===== config.mk =====
export PLATFORM = sky130hd
export DESIGN_NAME = extended_interrupt_control
export DESIGN_NICKNAME = d
export VERILOG_FILES = /design/src/shared/ext_irq_pkg.sv /design/src/hw/edge_catcher.sv /design/src/hw/irq_arbiter.sv /design/src/hw/extended_interrupt_control.sv
export VERILOG_INCLUDE_DIRS = /design/src /design/src/shared
export SDC_FILE = /design/constraint.sdc
export NUM_CORES = 1
export LEC_CHECK = 0
export CORE_ASPECT_RATIO = 2
export CORE_MARGIN = 2
export CORE_UTILIZATION = 30
export CTS_BUF_LIST = sky130_fd_sc_hd__clkbuf_8
export DETAILED_ROUTE_END_ITERATION = 12
export DONT_BUFFER_PORTS = 1
export MAX_ROUTING_LAYER = met4
export REMOVE_ABC_BUFFERS = 1
export SYNTH_ARGS = -nofsm -noshare
export SYNTH_HDL_FRONTEND = slang
export SYNTH_SLANG_ARGS = --single-unit

===== constraint.sdc =====
create_clock -name mclk -period 2.2 [get_ports mclk]
set_input_delay 0.44 -clock mclk [delete_from_list [all_inputs] [get_ports mclk]]
set_output_delay 0.44 -clock mclk [all_outputs]
set_load 0.02 [all_outputs]

===== src/shared/ext_irq_map.svh =====
// Register offsets, field positions, reset values and vectors of the unit
`ifndef EXT_IRQ_MAP_SVH
`define EXT_IRQ_MAP_SVH

// ----------------------------------------------------------------------
// Register offsets on the special-function bus
// ----------------------------------------------------------------------
`define FLAG_REG_ADDR      8'h91
`define CONTROL_REG_ADDR   8'hd8
`define ENABLE_REG_ADDR    8'he8
`define PRIORITY_REG_ADDR  8'hf8

// ----------------------------------------------------------------------
// Field positions
// ----------------------------------------------------------------------
`define FLAG_FIRST_BIT     4
`define WAKE_FLAG_BIT      3
`define WAKE_SEL_BIT       4

// ----------------------------------------------------------------------
// Fixed read values of reserved bits
// ----------------------------------------------------------------------
`define FLAG_FIXED_BITS    8'h08
`define CONTROL_FIXED_BITS 8'h40
`define SELECT_FIXED_BITS  8'he0

// ----------------------------------------------------------------------
// Reset values
// ----------------------------------------------------------------------
`define FLAGS_RESET        5'h00
`define SELECT_RESET       5'h00
`define PC_RESET           16'h0000

// ----------------------------------------------------------------------
// Service routine addresses, by natural order
// ----------------------------------------------------------------------
`define VEC_CONVERSION     16'h0043
`define VEC_SERIAL         16'h004b
`define VEC_RADIO_A        16'h0053
`define VEC_RADIO_B        16'h005b
`define VEC_WAKEUP         16'h0063

`endif


===== src/shared/ext_irq_pkg.sv =====
// Types shared by the extended interrupt unit
package ext_irq_pkg;

  // Source index doubles as natural order, lower wins
  typedef enum logic [2:0] {
    src_conversion,
    src_serial,
    src_radio_a,
    src_radio_b,
    src_wakeup
  } source_type;

  typedef struct packed {
    logic [7:0] addr;
    logic       wr;
    logic       rd;
    logic [7:0] wdata;
  } sfr_req_type;

  typedef struct packed {
    logic       take;
    logic       high;
    logic [15:0] vector;
  } take_info_type;

  typedef enum {
    gate_open,
    gate_hold
  } gate_state_type;

endpackage


===== src/hw/edge_catcher.sv =====
// Synchroniser with agreement filter and rising-edge pulse for one event line
`timescale 1ns/1ps
module edge_catcher (
  // Clock and reset
  input  wire logic mclk,
  input  wire logic nrst,
  // Asynchronous event line
  input  wire logic level_in,
  // One-cycle pulse on a settled rising edge
  output logic      rise
);

  logic s1_r;
  logic s2_r;
  logic s3_r;
  logic settled_r;
  wire  agree = (s2_r == s3_r);

  always_ff @(posedge mclk) begin
    if (!nrst) begin
      s1_r      <= 1'b0;
      s2_r      <= 1'b0;
      s3_r      <= 1'b0;
      settled_r <= 1'b0;
    end else begin
      s1_r      <= level_in;
      s2_r      <= s1_r;
      s3_r      <= s2_r;
      settled_r <= agree ? s3_r : settled_r;
    end
  end

  assign rise = agree & s3_r & ~settled_r;

endmodule


===== src/hw/irq_arbiter.sv =====
// Picks the winning request: level first, then lowest natural index
`timescale 1ns/1ps
module irq_arbiter #(
  parameter int N = 5
) (
  // Qualified requests and their levels
  input  wire logic [N-1:0]         pending,
  input  wire logic [N-1:0]         high,
  // Winner
  output logic                      found,
  output logic                      found_high,
  output logic [$clog2(N)-1:0]      index
);

  wire [N-1:0] hi_req = pending & high;
  wire [N-1:0] lo_req = pending & ~high;
  wire [N-1:0] pick   = (|hi_req) ? hi_req : lo_req;

  always_comb begin
    index = '0;
    for (int i = N - 1; i >= 0; i--) begin
      if (pick[i]) begin
        index = i[$clog2(N)-1:0];
      end
    end
  end

  assign found      = |pending;
  assign found_high = |hi_req;

endmodule


===== src/hw/extended_interrupt_control.sv =====
// Extended interrupt unit: flags, enables, levels, arbitration, nesting
`timescale 1ns/1ps
`include "ext_irq_map.svh"

// What this block does
// Wakeup event sets wakeup flag
// Software clears wakeup flag, else refires
// Software writing wakeup flag requests interrupt
// Reserved bits read fixed values
// Wakeup enable gates wakeup interrupt
// Radio B enable gates its interrupt
// Radio A enable gates its interrupt
// Serial enable gates serial interrupt
// Conversion enable gates conversion interrupt
// Wakeup priority bit selects level
// Radio B priority bit selects level
// Radio A priority bit selects level
// Serial priority bit selects level
// Conversion priority bit selects level
// Taken interrupt jumps to fixed address
// Only higher level preempts running routine
// Return resumes at next instruction
// Conversion and serial events set flags
// Same level resolved by natural order
// Extra instruction after return or mask write; the code runs two more before service
// Radio edges set radio flags
// Request needs flag, enable, global enable
module extended_interrupt_control #(
  parameter int SOURCES = 5
) (
  // Clock and reset
  input  wire logic                      mclk,
  input  wire logic                      nrst,
  // Special-function register port
  input  wire ext_irq_pkg::sfr_req_type  sfr_req,
  output logic [7:0]                     sfr_rdata,
  output logic                           sfr_rvalid,
  // Peripheral event lines
  input  wire logic                      conversion_done,
  input  wire logic                      serial_byte_done,
  input  wire logic                      radio_data_ready_a,
  input  wire logic                      radio_data_ready_b,
  input  wire logic                      wakeup_timer_event,
  // CPU core
  input  wire logic                      global_irq_enable,
  input  wire logic                      instr_end,
  input  wire logic                      return_from_interrupt,
  input  wire logic                      std_mask_write,
  input  wire logic [15:0]               next_pc,
  output ext_irq_pkg::take_info_type     take_info,
  output logic                           resume_valid,
  output logic [15:0]                    resume_addr,
  output logic [1:0]                     in_service
);
  import ext_irq_pkg::*;

  // --------------------------------------------------------------------
  // Register state
  // --------------------------------------------------------------------
  // Bit order of all three: conversion, serial, radio a, radio b, wakeup
  logic [SOURCES-1:0] flag_r;
  logic [SOURCES-1:0] flag_nxt;
  logic [SOURCES-1:0] enable_r;
  logic [SOURCES-1:0] enable_nxt;
  logic [SOURCES-1:0] priority_r;
  logic [SOURCES-1:0] priority_nxt;
  logic [7:0]         rdata_r;
  logic [7:0]         rdata_nxt;
  logic               rvalid_r;

  // --------------------------------------------------------------------
  // Address decode
  // --------------------------------------------------------------------
  wire hit_flag    = (sfr_req.addr == `FLAG_REG_ADDR);
  wire hit_control = (sfr_req.addr == `CONTROL_REG_ADDR);
  wire hit_enable  = (sfr_req.addr == `ENABLE_REG_ADDR);
  wire hit_prio    = (sfr_req.addr == `PRIORITY_REG_ADDR);

  wire wr_flag     = sfr_req.wr & hit_flag;
  wire wr_control  = sfr_req.wr & hit_control;
  wire wr_enable   = sfr_req.wr & hit_enable;
  wire wr_prio     = sfr_req.wr & hit_prio;

  // --------------------------------------------------------------------
  // Event capture
  // --------------------------------------------------------------------
  logic [SOURCES-1:0] event_rise;
  wire  [SOURCES-1:0] event_line = {wakeup_timer_event,
                                    radio_data_ready_b,
                                    radio_data_ready_a,
                                    serial_byte_done,
                                    conversion_done};

  for (genvar g = 0; g < SOURCES; g++) begin : g_edge
    edge_catcher u_edge (
      .mclk     (mclk),
      .nrst     (nrst),
      .level_in (event_line[g]),
      .rise     (event_rise[g])
    );
  end

  // --------------------------------------------------------------------
  // Flags
  // --------------------------------------------------------------------
  // Software value per flag, kept when that register is not written
  wire [3:0] sw_ext_flags = wr_flag ? sfr_req.wdata[7:4] : flag_r[3:0];
  wire       sw_wake_flag = wr_control ? sfr_req.wdata[`WAKE_FLAG_BIT]
                                       : flag_r[src_wakeup];
  wire [SOURCES-1:0] sw_flags = {sw_wake_flag, sw_ext_flags};

  // A same-cycle event beats a software clear; a written 1 also requests
  assign flag_nxt = sw_flags | event_rise;

  // --------------------------------------------------------------------
  // Enable and priority selects
  // --------------------------------------------------------------------
  assign enable_nxt   = wr_enable ? sfr_req.wdata[SOURCES-1:0]
                                  : enable_r;
  assign priority_nxt = wr_prio ? sfr_req.wdata[SOURCES-1:0]
                                : priority_r;

  always_ff @(posedge mclk) begin
    if (!nrst) begin
      flag_r     <= `FLAGS_RESET;
      enable_r   <= `SELECT_RESET;
      priority_r <= `SELECT_RESET;
    end else begin
      flag_r     <= flag_nxt;
      enable_r   <= enable_nxt;
      priority_r <= priority_nxt;
    end
  end

  // --------------------------------------------------------------------
  // Read path
  // --------------------------------------------------------------------
  wire [7:0] flag_view    = {flag_r[3:0], 4'h0} | `FLAG_FIXED_BITS;
  wire [7:0] control_view = {4'h0, flag_r[src_wakeup], 3'h0}
                            | `CONTROL_FIXED_BITS;
  wire [7:0] enable_view  = {3'h0, enable_r} | `SELECT_FIXED_BITS;
  wire [7:0] prio_view    = {3'h0, priority_r} | `SELECT_FIXED_BITS;

  // Unmapped addresses read zero; other units share this bus
  assign rdata_nxt = hit_flag    ? flag_view    :
                     hit_control ? control_view :
                     hit_enable  ? enable_view  :
                     hit_prio    ? prio_view    : 8'h00;

  always_ff @(posedge mclk) begin
    if (!nrst) begin
      rdata_r  <= 8'h00;
      rvalid_r <= 1'b0;
    end else begin
      rdata_r  <= sfr_req.rd ? rdata_nxt : rdata_r;
      rvalid_r <= sfr_req.rd;
    end
  end

  assign sfr_rdata  = rdata_r;
  assign sfr_rvalid = rvalid_r;

  // --------------------------------------------------------------------
  // Request qualification and arbitration
  // --------------------------------------------------------------------
  // Flag alone never interrupts; both enables must agree
  wire [SOURCES-1:0] pending = flag_r & enable_r
                               & {SOURCES{global_irq_enable}};


  logic                       best_found;
  logic                       best_high;
  logic [$clog2(SOURCES)-1:0] best_index;

  irq_arbiter #(
    .N (SOURCES)
  ) u_arb (
    .pending    (pending),
    .high       (priority_r),
    .found      (best_found),
    .found_high (best_high),
    .index      (best_index)
  );

  logic [15:0] best_vector;

  always_comb begin
    case (best_index)
      3'd0: best_vector = `VEC_CONVERSION;
      3'd1: best_vector = `VEC_SERIAL;
      3'd2: best_vector = `VEC_RADIO_A;
      3'd3: best_vector = `VEC_RADIO_B;
      3'd4: best_vector = `VEC_WAKEUP;
      default: best_vector = `VEC_CONVERSION;
    endcase
  end

  // --------------------------------------------------------------------
  // Nesting: one slot per level
  // --------------------------------------------------------------------
  logic        hi_active_r;
  logic        lo_active_r;
  logic [15:0] hi_return_r;
  logic [15:0] lo_return_r;

  // High preempts low only; nothing preempts high
  wire level_free = best_high ? ~hi_active_r
                              : (~hi_active_r & ~lo_active_r);

  // --------------------------------------------------------------------
  // Instruction-boundary gate
  // --------------------------------------------------------------------
  gate_state_type gate_r;
  gate_state_type gate_nxt;
  logic           touched_r;

  // Something in the current instruction delays service by two more instructions
  wire touched_now = touched_r | return_from_interrupt | std_mask_write
                     | wr_enable | wr_prio;

  always_comb begin
    case (gate_r)
      gate_open: gate_nxt = (instr_end & touched_now) ? gate_hold
                                                      : gate_open;
      gate_hold: gate_nxt = instr_end ? gate_open : gate_hold;
      default:   gate_nxt = gate_open;
    endcase
  end

  // Service only at a clean boundary after the instruction completes
  wire boundary_ok = instr_end & (gate_r == gate_open)
                     & ~touched_now;
  wire take_now    = boundary_ok & best_found & level_free;

  always_ff @(posedge mclk) begin
    if (!nrst) begin
      gate_r    <= gate_open;
      touched_r <= 1'b0;
    end else begin
      gate_r    <= gate_nxt;
      touched_r <= instr_end ? 1'b0 : touched_now;
    end
  end

  // --------------------------------------------------------------------
  // Take and return
  // --------------------------------------------------------------------
  // Return closes the innermost routine, which is high when both run
  wire ret_hi = return_from_interrupt & hi_active_r;
  wire ret_lo = return_from_interrupt & ~hi_active_r & lo_active_r;

  wire take_hi = take_now & best_high;
  wire take_lo = take_now & ~best_high;

  take_info_type take_r;
  logic          resume_valid_r;
  logic [15:0]   resume_addr_r;

  always_ff @(posedge mclk) begin
    if (!nrst) begin
      hi_active_r <= 1'b0;
      lo_active_r <= 1'b0;
      hi_return_r <= `PC_RESET;
      lo_return_r <= `PC_RESET;
    end else begin
      hi_active_r <= take_hi | (hi_active_r & ~ret_hi);
      lo_active_r <= take_lo | (lo_active_r & ~ret_lo);
      hi_return_r <= take_hi ? next_pc : hi_return_r;
      lo_return_r <= take_lo ? next_pc : lo_return_r;
    end
  end

  always_ff @(posedge mclk) begin
    if (!nrst) begin
      take_r         <= '0;
      resume_valid_r <= 1'b0;
      resume_addr_r  <= `PC_RESET;
    end else begin
      take_r.take    <= take_now;
      take_r.high    <= take_now ? best_high : take_r.high;
      take_r.vector  <= take_now ? best_vector : take_r.vector;
      resume_valid_r <= ret_hi | ret_lo;
      resume_addr_r  <= ret_hi ? hi_return_r :
                        ret_lo ? lo_return_r : resume_addr_r;
    end
  end

  assign take_info    = take_r;
  assign resume_valid = resume_valid_r;
  assign resume_addr  = resume_addr_r;
  assign in_service   = {hi_active_r, lo_active_r};

endmodule


Word level (Yosys, flattened, before mapping)
Index checks and enable logic that the tools add are counted.

Register bits after elaboration: 146. Output and inout port bits: 46. Word-level logic and storage cells: 127.

Bitwise operators: 52. Reduce and logical (&&, ||, !) cells: 6. Muxes and demuxes: 19. Equal/unequal tests: 14.

Operator list (count): $logic_not 32->1 (2); $eq 32x1->1 const B (1); $eq 8x8->1 const B (4); $mux 16 (2); $mux 8 (4); $and 1x1->1 (27); $pmux 6 s4 (1); $and 5x5->5 (4); $mux 3 (5); $not 1->1 (12); $reduce_or 5->1 (2); $or 1x1->1 (7); $eq 3x2->1 const B (2); $eq 1x1->1 (5); $mux 5 (1); $not 5->5 (1); $or 5x5->5 (1); $mux 1 (4); $mux 4 (1); $eq 3x1->1 const B (1); $eq 3x3->1 const B (1); $pmux 1 s2 (1); $reduce_bool 2->1 (1); $reduce_or 2->1 (1).

Depth between registers and ports, before layout
Gate-level depths: netlist of the first run.

Word-level depth: 12. Gate-level depth with buffers: 8.

Modules after synthesis
Synthesis of the first run repeated with hierarchy kept, for this count alone.

Cells, all modules: 486. Area total of the unflattened synthesis: 4410.5 µm².

Modules (own cells, without submodules): extended_interrupt_control (area each 3598.5 µm², times used 1, cells each 412, seq. area each 1661.6 µm²); edge_catcher (area each 133.9 µm², times used 5, cells each 11, seq. area each 80.1 µm²); irq_arbiter (area each 142.6 µm², times used 1, cells each 19, seq. area each 0.0 µm²).

Least setup slack after synthesis of the first run
OpenSTA, ideal clock, no wires.

Path type: input-to-reg. Start point: input port return_from_interrupt. End point: register hi_return_r[10]. Setup slack: 268 ps. Data arrival time: 1804 ps. Stages: 8. Cells stage by stage: buf_6 -> or3_4 -> a31oi_4 -> o211ai_1 -> buf_4 -> buf_6 -> mux2i_1 -> nor2_1.

Cells in the longest elaborated chain, start to end: 9.

RTL lines: start, declared (RTL line extended_interrupt_control.sv:47) `input wire logic return_from_interrupt,`; $or 1x1->1 (2 in series) (RTL line extended_interrupt_control.sv:218) `wire touched_now = touched_r | return_from_interrupt | std_mask_write`; $or 1x1->1 (2 in series) (RTL line extended_interrupt_control.sv:219) `| wr_enable | wr_prio;`; $not 1->1 (RTL line extended_interrupt_control.sv:232) `& ~touched_now;`; $and 1x1->1 (RTL line extended_interrupt_control.sv:232); $and 1x1->1 (2 in series) (RTL line extended_interrupt_control.sv:233) `wire take_now = boundary_ok & best_found & level_free;`; $and 1x1->1 (RTL line extended_interrupt_control.sv:252) `wire take_hi = take_now & best_high;`; end signal, assigned (RTL line extended_interrupt_control.sv:263) `` hi_return_r <= `PC_RESET; ``; end signal, assigned (RTL line extended_interrupt_control.sv:268) `hi_return_r <= take_hi ? next_pc : hi_return_r;`; end, declared (RTL line extended_interrupt_control.sv:203) `logic [15:0] hi_return_r;`.

No other way between the ends. A chain may end at the register's enable or synchronous reset.

Final worst setup path of the first run
Start point: register flag_r[2]. End point: register take_r, in the netlist take_info[4].

Cells in the longest elaborated chain, start to end: 12. Elaborated cells between the ends (all ways): 20. Those cells by class: eq/ne (4); mux (8); bitwise (6); reduce/logical (2).

RTL lines: start, declared (RTL line extended_interrupt_control.sv:61) `logic [SOURCES-1:0] flag_r;`; start signal, assigned (RTL line extended_interrupt_control.sv:125) `` flag_r <= `FLAGS_RESET; ``; start signal, assigned (RTL line extended_interrupt_control.sv:129) `flag_r <= flag_nxt;`; $and 5x5->5 (*) (RTL line extended_interrupt_control.sv:167) `wire [SOURCES-1:0] pending = flag_r & enable_r`; $and 5x5->5 (*) (RTL line extended_interrupt_control.sv:168) `& {SOURCES{global_irq_enable}};`; $and 5x5->5 (RTL line irq_arbiter.sv:15) `wire [N-1:0] hi_req = pending & high;`; $reduce_or 5->1 (RTL line irq_arbiter.sv:17, irq_arbiter.sv:29); $mux 5 (RTL line irq_arbiter.sv:17) `wire [N-1:0] pick = (|hi_req) ? hi_req : lo_req;`; $mux 3 (5 in series) (RTL line irq_arbiter.sv:22) `if (pick[i]) begin`; $eq 3x3->1, or another cell as far along (RTL line extended_interrupt_control.sv:188) `case (best_index)`; $pmux 6 s4 (RTL line extended_interrupt_control.sv:188); end, declared (RTL line extended_interrupt_control.sv:255) `take_info_type take_r;`.

Mark *: on every way between the ends. The rest lies on a longest branch, timed or not.

==> flow_results.org, run 1 <==
** Run status
- The run finished with clean final reports.

** Final layout
- The layout has 1473 filler cells.
- Cells fill 32.6% of the core in the end.
- Final layout net count :: 521
- Leaving out fill and tap cells, the most frequent cell in the layout is sky130_fd_sc_hd__dfxtp_1.
- The number of antenna diodes in the final layout is 0.
- Layout cell share with drive strength beyond 1 :: 8.21%
- Registers take 0.00206 mm².
- Area of combinational cells with multiple inputs :: 0.00202 mm²
- Top library cells by usage in the layout, fill and taps aside :: sky130_fd_sc_hd__dfxtp_1, sky130_fd_sc_hd__nor2_1, sky130_fd_sc_hd__o21ai_0
- The area growth from synthesis to layout is 7.24%.

** STA
- Derived from the worst setup path, the maximum achievable clock frequency is 0.524 GHz.
- Part of the cycle the worst path needs :: 86.7%
- Final slew viol count :: 0
- The final hold violation count was 0.
- The smallest clock period supported by the final layout is computed as 1.91 ns.
- Between clock sinks in the finished design, the worst skew comes to 0.00664 ns.
- # setup viols final :: 0
- For the pin with the worst max-slew slack, the measured transition is 0.612 ns.
- Worst rel slew slack :: 59.1%
- Setup repair after global routing left no endpoint under its margin.

** Die
- In this run the standard cell core region covers 0.0142 mm².
- Pin placement for this block handled 91 I/O pins.
- Rows :: 62
- Die height :: 174 µm
- In this run the horizontal extent of the chip is 88.9 µm.
- Initial Utilization :: 30.4%
- DIE AREA :: 0.0154 mm²

** Worst hold path
- The tightest min-delay check is of the in2reg type.

** Global routing
- The number of antenna violations at the first check in global routing was 0.
- Largest net degree at the start of global routing :: 54
- Global routing used 14.1% of the available tracks.
- Number of global-route vias before repair :: 3137
- First-pass GRT wire length :: 16.4 mm
- Summed over all layers, the global routing overflow is 0.

** Yosys
- Yosys printed 0 warnings.
- Number of distinct library cells after synthesis :: 45
- Number of flops mapped to enable cells by yosys :: 0
- The synthesized netlist occupies a cell area of 0.00432 mm².
- Portion of the post-synthesis area used by sequential elements :: 47.7%
- Total of flip-flops plus latches after synthesis :: 103
- Gate Count Post-Synth :: 483
- Of all flip-flops after synthesis, the portion carrying an async set or reset was 0%.
- Top FF cell, synth :: sky130_fd_sc_hd__dfxtp_1
- Post-Synthesis Mean Instance Area :: 8.95 µm²

** Route
- For this run, design rule violations remaining after detail routing come to 0.
- Routed length per instance :: 15.7 µm
- The final layout contains routed wiring with a total length of 10.5 mm.
- Vias after detailed routing :: 3299
- After the first detailed-routing iteration, the DRC count stood at 219.
- Drt first pass iters :: 5
- Vias/cell :: 4.95
- Antenna violation net count after detailed routing :: 0

** Worst setup path
- Endpoint of the worst setup timing path :: take_info[4]
- Start of the worst register-to-register path :: flag_r[2]
- Classification of the worst setup path :: reg2reg
- Highest fanout seen on the critical path :: 6
- Data required time at the worst endpoint :: 2.49 ns
- Data arrival time of the critical path :: 2.20 ns
- The critical path contains buffers and inverters numbering 0 combined.
- End of the worst register-to-register path :: take_info[4]
- The most critical setup path has its startpoint at flag_r[2].
- The critical path runs through a total of 5 cells.
- Master of the slowest instance on the critical path :: sky130_fd_sc_hd__dfxtp_1
- The worst setup path is captured at a flop.
- STA classifies the critical path startpoint as a flop.
- Internal reg-to-reg setup slack :: 0.29 ns
- R2R cell count :: 5
- The cell family contributing the most delay on the critical path is simple AND/OR/NAND/NOR gates.
- Walking the worst path, the cells encountered are nand4_1 > and4_1 > and3_1 > or3_4 > o31ai_2.
- For this run, the slowest stage of the critical path takes 0.46 ns.

** CTS
- After clock tree synthesis, the setup repair step added 0 buffers.
- After clock tree synthesis, the clock-pin slew on the worst setup and hold paths is 0.09 ns.
- The number of gates resized after CTS was 0.
- Clock Sink Count :: 103
- CTS built an H-tree with a depth of 3.
- Counting the buffers created by CTS gives 9.
- TritonCTS clock tree :: built
- No sink is reached through more buffers than the 2 on the longest clock path.
- In this run, post-CTS hold repair placed 0 buffers.
- Clock Latency Late Sink :: 0.37 ns
- The cell sitting at the root of the clock tree is a sky130_fd_sc_hd__clkbuf_8.

** Place
- Number of I/O port buffers :: 0
- After legalization and detailed placement, the total HPWL measured 7.15 mm.
- The congestion estimate from routability-driven global placement came to 0.812.

** Job
- Max-cap violations in this run came to 0.

** Power and ir drop
- IR drop worst, VDD :: 0.379 mV
- Leakage power summed over all cells :: 0.00182 µW
- Total power after layout :: 3080 µW
- In this run the power density over the cells is 665 mW/mm².
-- through the flow --
step / area (µm²) / instances / worst slack (ns) / setup TNS, ns / hold slack [ns]
finish: 4630 / 667 / 0.292 / 0 / 0.138
global route: 4630 / 667 / 0.153 / 0 / 0.131
CTS: 4630 / 667 / 0.310 / 0 / 0.125
detailed placement: 4460 / 652 / 0.336 / 0 / 0.418
global placement: 4460 / 652 / 0.362 / 0 / 0.413
floorplan: 4100 / 448 / -0.268 / -4.47 / 0.412
-- final cells by class --
| class | count | share of cell area, % |
|---|---|---|
| sequential | 103 | 44.5 |
| multi-input combinational | 339 | 43.6 |
| tap | 192 | 5.18 |
| clock buffer | 11 | 3.27 |
| timing repair buffer | 12 | 2.48 |
| clock inverter | 4 | 0.513 |
| inverter | 6 | 0.486 |
-- cells in the mapped netlist (5+ instances only) --
cell type / count / area (µm²)
sky130_fd_sc_hd__nand4_1: 9 / 56.3
sky130_fd_sc_hd__clkbuf_1: 23 / 86.3
sky130_fd_sc_hd__dfxtp_1: 103 / 2060
sky130_fd_sc_hd__and2_1: 17 / 106
sky130_fd_sc_hd__ha_1: 5 / 62.6
sky130_fd_sc_hd__nand2b_1: 8 / 50.1
sky130_fd_sc_hd__nand2_1: 22 / 82.6
sky130_fd_sc_hd__buf_4: 17 / 128
sky130_fd_sc_hd__mux2i_1: 37 / 370
sky130_fd_sc_hd__nor2_1: 59 / 221
sky130_fd_sc_hd__mux2_2: 5 / 56.3
sky130_fd_sc_hd__o21ai_0: 54 / 270
sky130_fd_sc_hd__nand3_1: 24 / 120
sky130_fd_sc_hd__inv_1: 5 / 18.8
sky130_fd_sc_hd__a21oi_1: 50 / 250
-- kinds of logic after synthesis --
| kind of cell | count (synthesis) | share of synthesized area [%] |
|---|---|---|
| buffers and inverters | 50 | 6.34 |
| muxes | 42 | 9.87 |
| other | 1 | 0.0868 |
| AOI/OAI and AO/OA | 124 | 15.9 |
| and+or+nand+nor | 158 | 18.6 |
| adders and majority gates | 5 | 1.45 |
| DFF | 103 | 47.7 |
-- worst min-delay path by stage --
stage	startpoint	end	cells after the start
CTS	sfr_req[8]	sfr_rdata[7]	1
finish	instr_end	touched_r	1
global route	instr_end	touched_r	1
global placement	g_edge[3].u_edge.s1_r	g_edge[3].u_edge.s2_r	1
floorplan	g_edge[0].u_edge.s1_r	g_edge[0].u_edge.s2_r	1
detailed placement	g_edge[1].u_edge.s1_r	g_edge[1].u_edge.s2_r	1
-- worst reg2reg max path, cell delays in order, from the launching register on --
cell and delay (ns):
sky130_fd_sc_hd__dfxtp_1 0.46, sky130_fd_sc_hd__nand4_1 0.26, sky130_fd_sc_hd__and4_1 0.29, sky130_fd_sc_hd__and3_1 0.23, sky130_fd_sc_hd__or3_4 0.39, sky130_fd_sc_hd__o31ai_2 0.20
-- registers in the layout, summed over array words and instances (netlist names) --
signal and flops:
flag_r 5, resume_valid 1, take_info 6, g_edge.u_edge.settled_r 5
hi_active_r 1, enable_r 5, resume_addr 16, priority_r 5
g_edge.u_edge.s1_r 5, g_edge.u_edge.s3_r 5, gate_r 1, hi_return_r 16
sfr_rdata 8, sfr_rvalid 1, g_edge.u_edge.s2_r 5, lo_return_r 16
lo_active_r 1, touched_r 1
-- power breakdown --
group / switching, µW / internal, µW / total (µW)
Sequential: 18.0 / 1880 / 1900
Clock: 626 / 462 / 1090
Combinational: 55.7 / 36.7 / 92.4
-- metal layers --
layer	vias up	part of all wire (%)	track usage, %
met5	-	0	-
li1	1640	-	-
met1	1530	39	16.5
met2	116	49	21.6
met4	0	1.8	4.86
met3	13	10	5.67
Power figures use the tool's default switching activity.
==> run 2: changes to the inputs <==
Settings changed: HOLD_SLACK_MARGIN from default to 0.05, SYNTH_HIERARCHICAL from default to 1.
==> run 2 against run 1 <==
Worst hold slack worse by 0.0031 ns. Power up 8.0%. Setup slack got worse by 0.17 ns. Design area increased by 4.0%. Synthesized area rose by 2.1%. Combinational power up 3.5%. Non-clock buffer count grew 4. Count of clock-buffer cells in the layout down 1. Clock power increased by 23%. Via count fell by 2.6%. Fmax down 8.3%. Critical path type unchanged.
==> flow_results.org, run 2 <==
** Run status
- The run finished with clean final reports.

** Final layout
- Number of antenna diodes :: 0 (unchanged)
- The footprint of the flip-flops and latches came to 0.00206 mm² (about the same).
- From synthesis to final layout, the design area changed by 9.25%.
- The post-layout instance count excluding filler cells is 678 (+1.6%).
- The final core utilization was 33.6% (+0.93 points).
- Final layout net count :: 531 (+1.9%)
- Layout cell share with drive strength beyond 1 :: 9.67% (+1.5 points)
- Top library cells by usage in the layout, fill and taps aside :: sky130_fd_sc_hd__dfxtp_1, sky130_fd_sc_hd__nand2_1, sky130_fd_sc_hd__mux2i_1
- The filler cell count is 1489 (+1.1%).
- The library cell used most frequently in the layout, excluding fill and tap cells, is sky130_fd_sc_hd__dfxtp_1.
- The area taken by multi-input logic gates was 0.00211 mm² (+4.5%).

** Worst setup path
- R2R cell count :: 7 (+2)
- Classification of the worst setup path :: reg2reg
- Master of the slowest instance on the critical path :: sky130_fd_sc_hd__or4_4
- The internal reg-to-reg setup slack is 0.12 ns (-0.17 ns).
- Data arrival time of the critical path :: 2.34 ns (+0.14 ns)
- Nature of the critical path startpoint :: flop
- End of the worst register-to-register path :: lo_return_r[5]
- Biggest cell delay along the critical path :: 0.56 ns (+0.10 ns)
- Family with the most delay on the worst path :: simple AND/OR/NAND/NOR gates
- The count of buffer and inverter cells on the critical path came to 2 (+2).
- The worst path required time is 2.46 ns (-0.03 ns).
- The startpoint identified for the worst register-to-register timing path is flag_r[1].
- The maximum fanout count along the critical path was 17 (+11).
- The worst setup path is captured at a flop.
- The critical path goes through and3_1 > a22o_4 > nor3b_4 > inv_1 > or4_4 > buf_12 > mux2i_1.

** STA
- The number of slew-limit violations in the final report came to 0 (unchanged).
- Hold violation total from the final report :: 0 (unchanged)
- The final-report setup violation count came to 0 (unchanged).
- Part of the cycle the worst path needs :: 94.6% (+7.8 points)
- Transition time of the tightest slew-check pin :: 0.631 ns (+0.0195 ns)
- The worst clock skew was 0.0154 ns (+0.00877 ns).
- The worst relative slew slack is 57.8% (-1.3 points).
- Final hold slack :: 0.135 ns (-0.00313 ns)
- Minimum period implied by the final worst setup slack :: 2.08 ns (+0.173 ns)
- The least setup slack across all paths after layout is 0.119 ns (-0.173 ns).
- The maximum clock rate was 0.481 GHz (-8.3%).
- Unrepaired setup endpoints after global routing :: false

** Yosys
- Portion of the post-synthesis area used by sequential elements :: 46.8% (-0.96 points)
- Gate Count Post-Synth :: 486 (+0.62%)
- List of most frequent post-synthesis cells :: sky130_fd_sc_hd__dfxtp_1, sky130_fd_sc_hd__nand2_1, sky130_fd_sc_hd__mux2i_1
- Syn. warnings :: 6 (+6)
- Synth top area cells :: sky130_fd_sc_hd__dfxtp_1, sky130_fd_sc_hd__mux2i_1, sky130_fd_sc_hd__nand2_1
- The synthesized cell area came to 0.00441 mm² (+2.1%).
- The number of enable flip-flop cells after synthesis came to 0 (unchanged).
- The async set-reset flop share out of synthesis is 0% (unchanged).
- The top cell type's share of synthesized area came to 46.8% (-0.96 points).
- Number of distinct library cells after synthesis :: 48 (+6.7%)
- Most area-hungry cell type in the Yosys netlist :: sky130_fd_sc_hd__dfxtp_1
- Among all flip-flop cells after synthesis, the most frequent one is sky130_fd_sc_hd__dfxtp_1.
- The flop and latch count out of synthesis was 103 (unchanged).
- The synthesized area per cell is 9.08 µm² (+1.4%).
- Most used standard cell by instance count after synthesis :: sky130_fd_sc_hd__dfxtp_1

** Route
- The number of vias per cell came to 4.74 (-4.2%).
- The DRC violation count after routing came to 0 (unchanged).
- The number of routed nets with antenna violations came to 0 (unchanged).
- Final wirelength :: 10.3 mm (-1.5%)
- The number of design-rule violations left by the first detailed-router iteration came to 84 (-62%).
- The count of vias placed by the detailed router is 3212 (-2.6%).
- Drt first pass iters :: 4 (-1)
- Routed length per instance :: 15.2 µm (-3.1%)

** Die
- Initial Utilization :: 30.7% (+0.29 points)
- Rows :: 62 (unchanged)
- The die outline area came to 0.0157 mm² (+2.0%).
- Chip Width :: 89.7 µm (+0.97%)
- Top Ports :: 91 (unchanged)
- The die height is 175 µm (+1.0%).
- Floorplan core area :: 0.0144 mm² (+1.1%)

** CTS
- CTS Buffer Depth :: 2 (unchanged)
- Post-CTS setup repair buffer count :: 0 (unchanged)
- TritonCTS clock tree :: built
- The tree is rooted in a sky130_fd_sc_hd__clkbuf_8.
- Clock Latency Late Sink :: 0.37 ns (about the same)
- The total number of H-tree levels is 3 (unchanged).
- Clock slew at the register clock pins of the worst setup and hold paths :: 0.10 ns (about the same)
- Clock Sink Count :: 103 (unchanged)
- Number of CTS-inserted buffers :: 9 (unchanged)

** Worst hold path
- Hold Path Class :: in2reg
- Endpoint with the worst hold slack :: touched_r
- The worst hold path cell count is 1 (unchanged).
- In this run the most critical hold path is launched from instr_end.

** Power and ir drop
- The leakage dissipation was 0.00204 µW (+12%).
- Pwr Density :: 691 mW/mm² (+3.9%)
- IR drop worst, VDD :: 0.419 mV (+10%)

** Place
- Number of I/O port buffers :: 0 (unchanged)
- Routability congestion estimate from global placement :: 0.875 (+7.7%)
- Worst-case setup slack after placement :: -0.0316 ns (-0.367 ns)
- Placed wire-length estimate :: 7.31 mm (+2.3%)
- Placed Instances :: 662 (+1.5%)

** Global routing
- Number of global-route vias before repair :: 3295 (+5.0%)
- The aggregate global routing overflow was 0 (unchanged).
- Global-route total usage across every layer :: 13.8% (-0.34 points)
- First-pass GRT wire length :: 16.7 mm (+1.6%)
- Largest net degree at the start of global routing :: 98 (+81%)
- Number of antenna violations at the first check in global routing :: 0 (unchanged)

** Job
- The number of maximum-capacitance constraint violations came to 0 (unchanged).
==> run 2: changes by cell type in the layout (fill, tap and decap cells not counted), moves of 4 or more <==
cell,change
sky130_fd_sc_hd__nor2_1,-24
sky130_fd_sc_hd__buf_4,+4
sky130_fd_sc_hd__nand2_1,+54
sky130_fd_sc_hd__o21ai_0,-15
sky130_fd_sc_hd__mux2i_1,+14
sky130_fd_sc_hd__a31oi_1,+6
sky130_fd_sc_hd__a21oi_1,-18
sky130_fd_sc_hd__nand4_1,-6
sky130_fd_sc_hd__nor2b_1,+12
sky130_fd_sc_hd__and3_1,+4
sky130_fd_sc_hd__nand3_1,-19
==> run 2: report_power, final <==
part / internal (µW) / total, µW / switching, µW / leakage (µW)
combinational: 38.2 / 95.6 / 57.4 / 0.00108
sequential: 1880 / 1900 / 14.9 / 0.000834
clock: 680 / 1340 / 655 / 0.000117
total: 2600 / 3330 / 727 / 0.00204
==> run 2: layout make-up <==
cell class	count	share of cell area [%]
multi-input combinational	343	43.8
clock inverter	6	1.90
clock buffer	10	2.86
inverter	8	0.623
sequential	103	42.8
tap	192	4.99
timing repair buffer	16	3.01
==> run 2: logic make-up (layout without fill, tap and decap cells) <==
group	after synthesis	after routing	share of synthesized area, %
AOI/OAI and AO/OA	91	91	12.1
adders and majority gates	5	5	1.42
buffers and inverters	49	40	6.50
DFF	103	103	46.8
muxes	55	55	12.6
other	1	10	0.0850
and+or+nand+nor	182	182	20.5
==> run 2: metrics by stage <==
stage / area [µm²] / setup TNS, ns / total power [µW]
finish: 4820 / 0 / 3330
global placement: 4570 / -0.175 / 2040
CTS: 4800 / 0 / 3380
floorplan: 4190 / -3.83 / 2020
detailed placement: 4570 / -0.374 / 2040
global route: 4820 / 0 / 3460
==> run 2: worst reg2reg max path, stage by stage (launching register included) <==
cell and delay, ns:
sky130_fd_sc_hd__dfxtp_1 0.34, sky130_fd_sc_hd__and3_1 0.18, sky130_fd_sc_hd__a22o_4 0.27, sky130_fd_sc_hd__nor3b_4 0.21, sky130_fd_sc_hd__inv_1 0.09, sky130_fd_sc_hd__or4_4 0.56
sky130_fd_sc_hd__buf_12 0.18, sky130_fd_sc_hd__mux2i_1 0.14
==> run 2: worst max path at each step <==
stage / end / slack (ns) / depth (start not counted) / start
detailed placement: lo_return_r[5] / -0.03 / 7 / global_irq_enable
floorplan: lo_return_r[0] / -0.23 / 6 / global_irq_enable
CTS: lo_return_r[5] / 0.06 / 7 / flag_r[2]
global route: lo_return_r[14] / 0.009 / 7 / flag_r[1]
global placement: lo_return_r[7] / -0.01 / 7 / global_irq_enable
finish: lo_return_r[5] / 0.12 / 7 / flag_r[1]
==> run 2: metal layers <==
metal  global-route usage [%]  up-vias  wire (µm)
li1                         -     1615          -
met1                     13.8     1495       3930
met2                     25.2       84       5520
met3                     3.73       18        543
met4                     5.51        0        298
met5                        -        -          0
==> run 2: timing repair <==
| item | in CTS | in global routing |
|---|---|---|
| endpoints found under the setup margin | 0 | 25 |
| hold buffers | 0 | 0 |
| resized for setup | 0 | 4 |
